[src/rtl/pric_pkg.sv]
// constants, register map and state encoding of the prioritized interrupt controller
package pric_pkg;
  localparam int NSRC = 45;
  localparam int NFLAG = 48;
  localparam int NPRI_REG = 12;
  localparam int NTRAP = 4;
  localparam int AW = 5;
  localparam int DW = 16;
  localparam int HOLD_W = 14;

  // register word addresses
  localparam logic [4:0] ADDR_FLAGS0 = 5'h00;
  localparam logic [4:0] ADDR_ENABLES0 = 5'h03;
  localparam logic [4:0] ADDR_PRIO0 = 5'h06;
  localparam logic [4:0] ADDR_EXC_CTRL = 5'h12;
  localparam logic [4:0] ADDR_GLOBAL_CTRL = 5'h13;
  localparam logic [4:0] ADDR_PEND_VEC = 5'h14;
  localparam logic [4:0] ADDR_CPU_PRI = 5'h15;

  // field positions
  localparam int NO_NEST_BIT = 15;
  localparam int ALT_TABLE_BIT = 15;
  localparam int HOLD_STAT_BIT = 14;
  localparam int VEC_NUM_LSB = 0;
  localparam int NEW_LEVEL_LSB = 8;

  // reset values
  localparam logic [15:0] RST_REG = 16'h0000;
  localparam logic [3:0] RST_CPU_PRI = 4'h0;

  // vector geometry in program memory
  localparam logic [23:0] PRIMARY_TABLE_BASE = 24'h000004;
  localparam logic [23:0] ALTERNATE_TABLE_BASE = 24'h000084;
  localparam logic [23:0] VECTOR_SPACE_FIRST = 24'h000004;
  localparam logic [23:0] VECTOR_SPACE_LAST = 24'h0000fe;
  localparam logic [5:0] SRC_VEC_OFFSET = 6'h08;

  // levels
  localparam logic [3:0] LVL_HOLD_MAX = 4'h6;
  localparam logic [3:0] TRAP_LEVEL [NTRAP] = '{4'hb, 4'hc, 4'hd, 4'he};
  localparam logic [5:0] TRAP_VEC [NTRAP] = '{6'h03, 6'h04, 6'h05, 6'h06};
  localparam int TRAP_ADDR_ERR = 1;

  // external request inputs with selectable edge
  localparam int NEXT = 5;
  localparam int EXT_SRC [NEXT] = '{0, 16, 23, 36, 37};

  typedef enum logic [1:0] {
    PRIC_IDLE = 2'b00,
    PRIC_REQ = 2'b01,
    PRIC_FETCH = 2'b11,
    PRIC_LOAD = 2'b10
  } pric_state_type;
endpackage

[src/rtl/pric_top.sv]
// prioritized interrupt controller: flags, enables, arbitration and vector entry
//
// The strobed register port and the placing of the registers were decided locally.
`timescale 1ns/1ns
// Functional notes
// - arbitrate 45 sources plus four exceptions in one priority scheme.
// - program counter loaded with 24-bit vector word read from program memory.
// - vector tables start near program memory start, first vector at 0x000004.
// - flags set by sources; only software writes clear them.
// - flags set even when the source enable is clear.
// - pending flag interrupts only while its enable bit is set.
// - 3-bit priority in low bits of each nibble; nibble top bit reads zero.
// - levels 1 to 7 assignable, 7 highest, 1 lowest.
// - priority zero means the source is never taken.
// - cpu priority is 4 bits: top bit core control, low three status.
// - winning vector number and level latched into a readable register.
// - no-nesting bit blocks new source interrupts while one is serviced; exceptions are still taken.
// - while no-nesting is set cpu priority ignores writes.
// - hold blocks levels 6 and below for counted instructions; status bit set.
// - 63 vectors of 24 bits between 0x000004 and 0x0000fe.
// - normal fetch from vector space raises the address error exception.
// - equal priority: lowest natural position wins.
// - natural rank equals source number; vector is source number plus 8.
// - first control register holds exception bits, second external edge and table.
// - sample at instruction start; enabled request above cpu priority interrupts.
// - on entry core stacks pc and status byte; new level masks lower ones.
// - exceptions use levels 11 to 14, so top cpu priority bit marks them.
module pric_top
  import pric_pkg::*;
(
  input wire logic ref_clk, // 10 MHz clock
  input wire logic rst, // synchronous reset, active high
  input wire logic [AW-1:0] reg_addr, // register word address
  input wire logic [DW-1:0] reg_wdata, // register write data
  input wire logic reg_wr, // write strobe
  input wire logic reg_rd, // read strobe
  output logic [DW-1:0] reg_rdata, // read data, cycle after strobe
  input wire logic [NSRC-1:0] src_event, // peripheral and pin requests
  input wire logic [NTRAP-1:0] trap_event, // core exception pulses
  input wire logic instr_tick, // start of instruction cycle
  input wire logic hold_start, // low priority hold instruction executed
  input wire logic [HOLD_W-1:0] hold_count, // instructions to hold
  input wire logic [23:0] fetch_addr, // core instruction fetch address
  input wire logic fetch_valid, // normal instruction fetch this cycle
  output logic irq_req, // interrupt request to core
  output logic [5:0] irq_vec_num, // vector number of request
  output logic [3:0] irq_level, // level of request
  input wire logic irq_ack, // core accepts the request
  output logic stack_push, // core stacks pc and status low byte
  output logic vec_rd, // vector word read strobe
  output logic [23:0] vec_rd_addr, // vector location in program memory
  input wire logic [23:0] vector_word, // vector word, cycle after vec_rd
  output logic pc_load, // load program counter pulse
  output logic [23:0] pc_load_value, // new program counter
  input wire logic irq_return, // return from interrupt
  input wire logic [3:0] return_level, // unstacked cpu priority
  output logic [3:0] cpu_priority // current cpu priority
);
  pric_state_type state_q;
  logic [NSRC-1:0] sync1_q, sync2_q, sync3_q;
  logic [NFLAG-1:0] flag_q, flag_d, en_q;
  logic [2:0] pri_q [NSRC];
  logic [NTRAP-1:0] trap_flag_q;
  logic no_nest_q, alt_table_q;
  logic [NEXT-1:0] ext_neg_q;
  logic [3:0] cpu_pri_q;
  logic [3:0] depth_q;
  logic [HOLD_W-1:0] hold_cnt_q;
  logic [5:0] pend_vec_q;
  logic [3:0] pend_lvl_q;
  logic [5:0] req_vec_q;
  logic [3:0] req_lvl_q;
  logic [23:0] vec_addr_q;
  logic [23:0] pc_val_q;
  logic pc_load_q, push_q;
  logic [DW-1:0] rdata_q;
  logic [NSRC-1:0] neg_sel, edge_hit;
  logic hold_active, vec_space_hit;
  logic win_valid;
  logic [5:0] win_vec;
  logic [3:0] win_lvl;
  logic [NFLAG-1:0] flag_wmask;
  logic [NTRAP-1:0] trap_d;

  // pin and peripheral requests pass two flops; third flop feeds edge detect
  always_ff @(posedge ref_clk) begin
    if (rst) begin
      sync1_q <= '0;
      sync2_q <= '0;
      sync3_q <= '0;
    end else begin
      sync1_q <= src_event;
      sync2_q <= sync1_q;
      sync3_q <= sync2_q;
    end
  end

  always_comb begin
    neg_sel = '0;
    for (int e = 0; e < NEXT; e++) begin
      neg_sel[EXT_SRC[e]] = ext_neg_q[e];
    end
  end

  genvar g;
  generate
    for (g = 0; g < NSRC; g++) begin : g_edge
      assign edge_hit[g] = neg_sel[g] ? (sync3_q[g] & ~sync2_q[g])
                                      : (sync2_q[g] & ~sync3_q[g]);
    end
  endgenerate

  // request flags: software write replaces, a new event wins over a clear
  always_comb begin
    flag_wmask = '0;
    flag_wmask[NSRC-1:0] = '1;
    flag_d = flag_q;
    for (int r = 0; r < 3; r++) begin
      if (reg_wr && reg_addr == ADDR_FLAGS0 + 5'(r)) begin
        flag_d[r*16 +: 16] = reg_wdata;
      end
    end
    flag_d[NSRC-1:0] = flag_d[NSRC-1:0] | edge_hit;
    flag_d = flag_d & flag_wmask;
  end

  always_ff @(posedge ref_clk) begin
    if (rst) begin
      flag_q <= '0;
    end else begin
      flag_q <= flag_d;
    end
  end

  always_ff @(posedge ref_clk) begin
    if (rst) begin
      en_q <= '0;
    end else begin
      for (int r = 0; r < 3; r++) begin
        if (reg_wr && reg_addr == ADDR_ENABLES0 + 5'(r)) begin
          en_q[r*16 +: 16] <= reg_wdata & flag_wmask[r*16 +: 16];
        end
      end
    end
  end

  always_ff @(posedge ref_clk) begin
    if (rst) begin
      for (int i = 0; i < NSRC; i++) begin
        pri_q[i] <= 3'h0;
      end
    end else begin
      for (int i = 0; i < NSRC; i++) begin
        if (reg_wr && reg_addr == ADDR_PRIO0 + 5'(i / 4)) begin
          pri_q[i] <= reg_wdata[(i % 4) * 4 +: 3];
        end
      end
    end
  end

  // vector space guard on normal fetches
  assign vec_space_hit = fetch_valid && fetch_addr >= VECTOR_SPACE_FIRST &&
                         fetch_addr <= VECTOR_SPACE_LAST;

  always_comb begin
    trap_d = trap_flag_q;
    if (reg_wr && reg_addr == ADDR_EXC_CTRL) begin
      trap_d = reg_wdata[NTRAP-1:0];
    end
    trap_d = trap_d | trap_event;
    trap_d[TRAP_ADDR_ERR] = trap_d[TRAP_ADDR_ERR] | vec_space_hit;
  end

  // exception control and global control registers
  always_ff @(posedge ref_clk) begin
    if (rst) begin
      trap_flag_q <= '0;
      no_nest_q <= 1'b0;
      alt_table_q <= 1'b0;
      ext_neg_q <= '0;
    end else begin
      trap_flag_q <= trap_d;
      if (reg_wr && reg_addr == ADDR_EXC_CTRL) begin
        no_nest_q <= reg_wdata[NO_NEST_BIT];
      end
      if (reg_wr && reg_addr == ADDR_GLOBAL_CTRL) begin
        alt_table_q <= reg_wdata[ALT_TABLE_BIT];
        ext_neg_q <= reg_wdata[NEXT-1:0];
      end
    end
  end

  // low priority hold counts instruction cycles
  always_ff @(posedge ref_clk) begin
    if (rst) begin
      hold_cnt_q <= '0;
    end else if (hold_start) begin
      hold_cnt_q <= hold_count;
    end else if (instr_tick && hold_cnt_q != '0) begin
      hold_cnt_q <= hold_cnt_q - 1'b1;
    end
  end

  assign hold_active = hold_cnt_q != '0;

  // arbitration: exceptions first, then user level, then natural order
  always_comb begin
    win_valid = 1'b0;
    win_vec = 6'h00;
    win_lvl = 4'h0;
    for (int i = NSRC - 1; i >= 0; i--) begin
      if (flag_q[i] && en_q[i] && pri_q[i] != 3'h0 &&
          {1'b0, pri_q[i]} > cpu_pri_q &&
          !(hold_active && {1'b0, pri_q[i]} <= LVL_HOLD_MAX) &&
          (!win_valid || {1'b0, pri_q[i]} >= win_lvl)) begin
        win_valid = 1'b1;
        win_vec = 6'(i) + SRC_VEC_OFFSET;
        win_lvl = {1'b0, pri_q[i]};
      end
    end
    if (no_nest_q && depth_q != 4'h0) begin
      win_valid = 1'b0;
    end
    for (int t = 0; t < NTRAP; t++) begin
      if (trap_flag_q[t] && TRAP_LEVEL[t] > cpu_pri_q &&
          (TRAP_LEVEL[t] >= win_lvl || !win_valid)) begin
        win_valid = 1'b1;
        win_vec = TRAP_VEC[t];
        win_lvl = TRAP_LEVEL[t];
      end
    end
  end

  // entry sequence towards the core
  always_ff @(posedge ref_clk) begin
    if (rst) begin
      state_q <= PRIC_IDLE;
    end else begin
      case (state_q)
        PRIC_IDLE: begin
          if (instr_tick && win_valid) begin
            state_q <= PRIC_REQ;
          end
        end
        PRIC_REQ: begin
          if (irq_ack) begin
            state_q <= PRIC_FETCH;
          end
        end
        PRIC_FETCH: begin
          state_q <= PRIC_LOAD;
        end
        PRIC_LOAD: begin
          state_q <= PRIC_IDLE;
        end
        default: begin
          state_q <= PRIC_IDLE;
        end
      endcase
    end
  end

  // winner latched at the start of an instruction cycle
  always_ff @(posedge ref_clk) begin
    if (rst) begin
      pend_vec_q <= 6'h00;
      pend_lvl_q <= 4'h0;
      req_vec_q <= 6'h00;
      req_lvl_q <= 4'h0;
      vec_addr_q <= '0;
    end else if (state_q == PRIC_IDLE && instr_tick && win_valid) begin
      pend_vec_q <= win_vec;
      pend_lvl_q <= win_lvl;
      req_vec_q <= win_vec;
      req_lvl_q <= win_lvl;
      vec_addr_q <= (alt_table_q ? ALTERNATE_TABLE_BASE : PRIMARY_TABLE_BASE)
                    + {17'h00000, win_vec, 1'b0};
    end
  end

  // cpu priority and nesting depth
  always_ff @(posedge ref_clk) begin
    if (rst) begin
      cpu_pri_q <= RST_CPU_PRI;
      depth_q <= 4'h0;
    end else if (state_q == PRIC_REQ && irq_ack) begin
      cpu_pri_q <= req_lvl_q;
      // saturate so a deep trap chain cannot wrap and reopen nesting
      if (depth_q != 4'hf) begin
        depth_q <= depth_q + 4'h1;
      end
    end else if (irq_return) begin
      cpu_pri_q <= return_level;
      if (depth_q != 4'h0) begin
        depth_q <= depth_q - 4'h1;
      end
    end else if (reg_wr && reg_addr == ADDR_CPU_PRI && !no_nest_q) begin
      cpu_pri_q <= reg_wdata[3:0];
    end
  end

  // stack push, vector fetch and program counter load
  always_ff @(posedge ref_clk) begin
    if (rst) begin
      push_q <= 1'b0;
      pc_load_q <= 1'b0;
      pc_val_q <= '0;
    end else begin
      push_q <= state_q == PRIC_REQ && irq_ack;
      pc_load_q <= state_q == PRIC_LOAD;
      if (state_q == PRIC_LOAD) begin
        pc_val_q <= vector_word;
      end
    end
  end

  // register read port, data in the cycle after the strobe
  always_ff @(posedge ref_clk) begin
    if (rst) begin
      rdata_q <= RST_REG;
    end else if (reg_rd) begin
      rdata_q <= 16'h0000;
      if (reg_addr >= ADDR_FLAGS0 && reg_addr < ADDR_ENABLES0) begin
        rdata_q <= flag_q[(reg_addr - ADDR_FLAGS0) * 16 +: 16];
      end else if (reg_addr >= ADDR_ENABLES0 && reg_addr < ADDR_PRIO0) begin
        rdata_q <= en_q[(reg_addr - ADDR_ENABLES0) * 16 +: 16];
      end else if (reg_addr >= ADDR_PRIO0 && reg_addr < ADDR_PRIO0 + 5'(NPRI_REG)) begin
        for (int i = 0; i < NSRC; i++) begin
          if (reg_addr == ADDR_PRIO0 + 5'(i / 4)) begin
            rdata_q[(i % 4) * 4 +: 4] <= {1'b0, pri_q[i]};
          end
        end
      end else if (reg_addr == ADDR_EXC_CTRL) begin
        rdata_q <= {no_nest_q, 11'h000, trap_flag_q};
      end else if (reg_addr == ADDR_GLOBAL_CTRL) begin
        rdata_q <= {alt_table_q, hold_active, 9'h000, ext_neg_q};
      end else if (reg_addr == ADDR_PEND_VEC) begin
        rdata_q <= {4'h0, pend_lvl_q, 2'h0, pend_vec_q};
      end else if (reg_addr == ADDR_CPU_PRI) begin
        rdata_q <= {12'h000, cpu_pri_q};
      end
    end
  end

  assign reg_rdata = rdata_q;
  assign irq_req = state_q == PRIC_REQ;
  assign irq_vec_num = req_vec_q;
  assign irq_level = req_lvl_q;
  assign stack_push = push_q;
  assign vec_rd = state_q == PRIC_FETCH;
  assign vec_rd_addr = vec_addr_q;
  assign pc_load = pc_load_q;
  assign pc_load_value = pc_val_q;
  assign cpu_priority = cpu_pri_q;
endmodule

[config.mk]
export PLATFORM = sky130hd
export DESIGN_NAME = pric_top
export DESIGN_NICKNAME = d
export VERILOG_FILES = /design/src/rtl/pric_pkg.sv /design/src/rtl/pric_top.sv
export SDC_FILE = /design/constraint.sdc
export NUM_CORES = 1
export LEC_CHECK = 0
export ABC_CLOCK_PERIOD_IN_PS = 75800
export BUFFER_PORTS_ARGS = -buffer_cell sky130_fd_sc_hd__buf_2
export CAP_MARGIN = 20
export CORE_MARGIN = 2
export CORE_UTILIZATION = 62
export DETAILED_ROUTE_END_ITERATION = 6
export PLACE_DENSITY = 0.82
export SYNTH_ARGS = -nofsm -noshare
export SYNTH_HDL_FRONTEND = slang
export SYNTH_SLANG_ARGS = --single-unit
[constraint.sdc]
create_clock -name ref_clk -period 75.8 [get_ports ref_clk]
set_clock_uncertainty 0.05 [all_clocks]
set_input_delay 11.37 -clock ref_clk [delete_from_list [all_inputs] [get_ports ref_clk]]
set_output_delay 11.37 -clock ref_clk [all_outputs]
set_load 0.005 [all_outputs]
==> flow_summary.json <==
{
  "worst_path_most_repeated_cell": "a21oi_1",
  "grt_use_total": 0.401,
  "slowest_delay_ns": 0.73,
  "start_util": 0.625,
  "drt_first_pass_iters": 7,
  "ys_ff_latch": 454,
  "routed_via_density": 6.66,
  "worstSetupStartpointType": "flop",
  "rrSetupSlack_ns": 4.82,
  "placed_cells": 4225,
  "yosysWarnings": 0,
  "grt_pass1_vias": 26200,
  "clockRootBuffer": "clkbuf_16",
  "antenna_found_initial": 9,
  "synthCells": 3552,
  "cts.clk_slew.worst_paths_ns": 0.06,
  "pin_count": 227,
  "dr.first_iter.drc_count": 4081,
  "layout_common_cells": "nand2_1, nor2_1, dfxtp_1",
  "tightest_slew_ns": 1.33,
  "worst_skew_pair.late_latency_ns": 0.58,
  "final_cells": 4316,
  "fin_crit_sh": 0.936,
  "arrival_ns": 71.40,
  "grt_max_degree": 152,
  "hold_buffers": 0,
  "die-area_um2": 49700,
  "vdd.ir_drop.worst_mv": 0.0249,
  "seqCellArea_um2": 10400,
  "hpwl_mm": 75.4,
  "dieHeight_um": 223,
  "ys_types": 114,
  "status": "finished, violations left",
  "synth_edf_count": 135,
  "cp_slowest_cell": "or4_4",
  "cap_violations": 0,
  "nFillCells": 3808,
  "synth_area_um2": 29700,
  "hold_start": "sync1_q[44]",
  "cts_tree": "built",
  "port_buffers": 210,
  "numCtsBuffers": 45,
  "clock.fmax_mhz": 14.1,
  "setup_viol": 0,
  "endpoint_kind": "flop",
  "leakage_nw": 13.3,
  "wl_per_cell_um": 23.8,
  "cp_max_fo": 15,
  "row_count": 80,
  "power_density_nw_per_um2": 18.4,
  "finalMaxSlewViolations": 0,
  "num_vias": 28800,
  "grt_pass1_wl_mm": 154,
  "period_needed_ns": 70.98,
  "cts_sinks": 454,
  "clockBufferDepth": 3,
  "drc_errors": 8,
  "ys.flop_type": "dfxtp_1",
  "critPathLaunch": "hold_cnt_q[0]",
  "ys_seq_area_frac": 0.351,
  "nets": 4084,
  "gp_congestion": 1.05,
  "ant_nets": 0,
  "fp.dieW_um": 223,
  "cp.required_ns": 76.22,
  "drive_above_1_share": 0.114,
  "violations": "DRC",
  "multi_input_area_um2": 18000,
  "hold_path_depth": 1,
  "maxSlewHeadroom": 0.115,
  "grt.overflow.total": 0,
  "r2r-start": "hold_cnt_q[0]",
  "hp-class": "reg2reg",
  "area_growth_pct": 9.77,
  "synth_async_sr_flop_share": 0,
  "core_um2": 47500,
  "finalHoldViolations": 0,
  "htree_levels": 2,
  "finalPower_mw": 0.601,
  "avgSynthCellArea_um2": 8.37,
  "mostFrequentLayoutCell": "nand2_1",
  "worstSetupPathType": "reg2reg",
  "r2r_cells": 359,
  "drt-total-wl_mm": 103
}
per-stage QoR:
| stage | setup TNS [ns] | hold WS, ns | cell area, µm² | setup WS, ns | util |
|---|---|---|---|---|---|
| 2_1_floorplan | 0 | 0.364 | 29800 | 11.94 | - |
| 3_3_place_gp | 0 | 0.365 | 31000 | 5.55 | 0.651 |
| 3_5_place_dp | 0 | 0.370 | 31000 | 3.85 | 0.651 |
| 4_1_cts | 0 | 0.385 | 32500 | 3.43 | 0.683 |
| 5_1_grt | -0.0969 | 0.397 | 32600 | -0.0887 | 0.686 |
| 6_report | 0 | 0.382 | 32600 | 4.82 | 0.687 |
cell usage after synthesis, types with 53 or more instances:
master	instances	area, µm²
nor2b_1	180	1130
o21ai_0	135	676
nor2_1	329	1230
mux2i_1	53	531
nor3_1	58	290
a21oi_1	280	1400
dfxtp_1	319	6390
edfxtp_1	135	4050
ha_1	276	3450
clkbuf_1	140	526
inv_1	176	661
a21o_1	79	593
nand3_1	93	465
a31oi_1	75	469
nand2b_1	120	751
nand2_1	424	1590
worst paths after layout:
kind / to
worst min-delay path: sync2_q[44]
worst max-delay path: vec_rd_addr[6]
worst max register to register: vec_rd_addr[6]
worst min register to register: sync2_q[44]
timing repair:
| item | 4_1_cts | 5_1_grt |
|---|---|---|
| gates resized for setup | 0 | 20 |
| setup buffers | 0 | 2 |
| endpoints found under the setup margin | 0 | 14 |
flip-flops by register name, summed over array words and instances, names as in the netlist, 4 cells and up:
name,count
trap_flag_q,4
ext_neg_q,5
irq_vec_num,6
cpu_priority,4
pc_load_value,24
flag_q,45
sync3_q,45
vec_rd_addr,7
sync2_q,45
hold_cnt_q,14
reg_rdata,16
en_q,45
sync1_q,45
depth_q,4
irq_level,4
pri_q,135
layer usage:
layer | global-route usage | up-vias | part of all wire
met2 | 0.591 | 2026 | 0.41
li1 | - | 13000 | -
met3 | 0.113 | 517 | 0.14
met1 | 0.516 | 13200 | 0.37
met4 | 0.260 | 8 | 0.082
met5 | 0 | - | 0.00050
worst max-delay path: cells and delay by family, from the launching register on:
family                     cells  cell delay, ns
DFF                            1            0.31
adders and majority gates     45           11.74
and+or+nand+nor              108           18.22
buffers and inverters         19            1.81
AOI/OAI and AO/OA            176           34.83
muxes                         11            3.92
where the power goes:
group	total, mW	internal, mW	switching (mW)
combinational	0.0921	0.0352	0.0569
clock	0.228	0.128	0.0999
sequential	0.281	0.263	0.0183
cell families after synthesis:
kind of cell,synth area share
mux,0.0281
xor+xnor,0.00412
simple gates,0.238
compound gates,0.211
fa+ha+maj,0.117
other cells,0.000126
buf+inv,0.0509
flops,0.351
final cells by class:
| type | instances | area share |
|---|---|---|
| multi-input combinational | 2747 | 0.551 |
| sequential | 454 | 0.320 |
| clock buffer | 61 | 0.0395 |
| timing repair buffer | 237 | 0.0393 |
| tap | 615 | 0.0236 |
| inverter | 177 | 0.0204 |
| clock inverter | 21 | 0.00636 |
| antenna | 4 | 0.000307 |
Note: power is estimated with default switching activity, not from simulation.
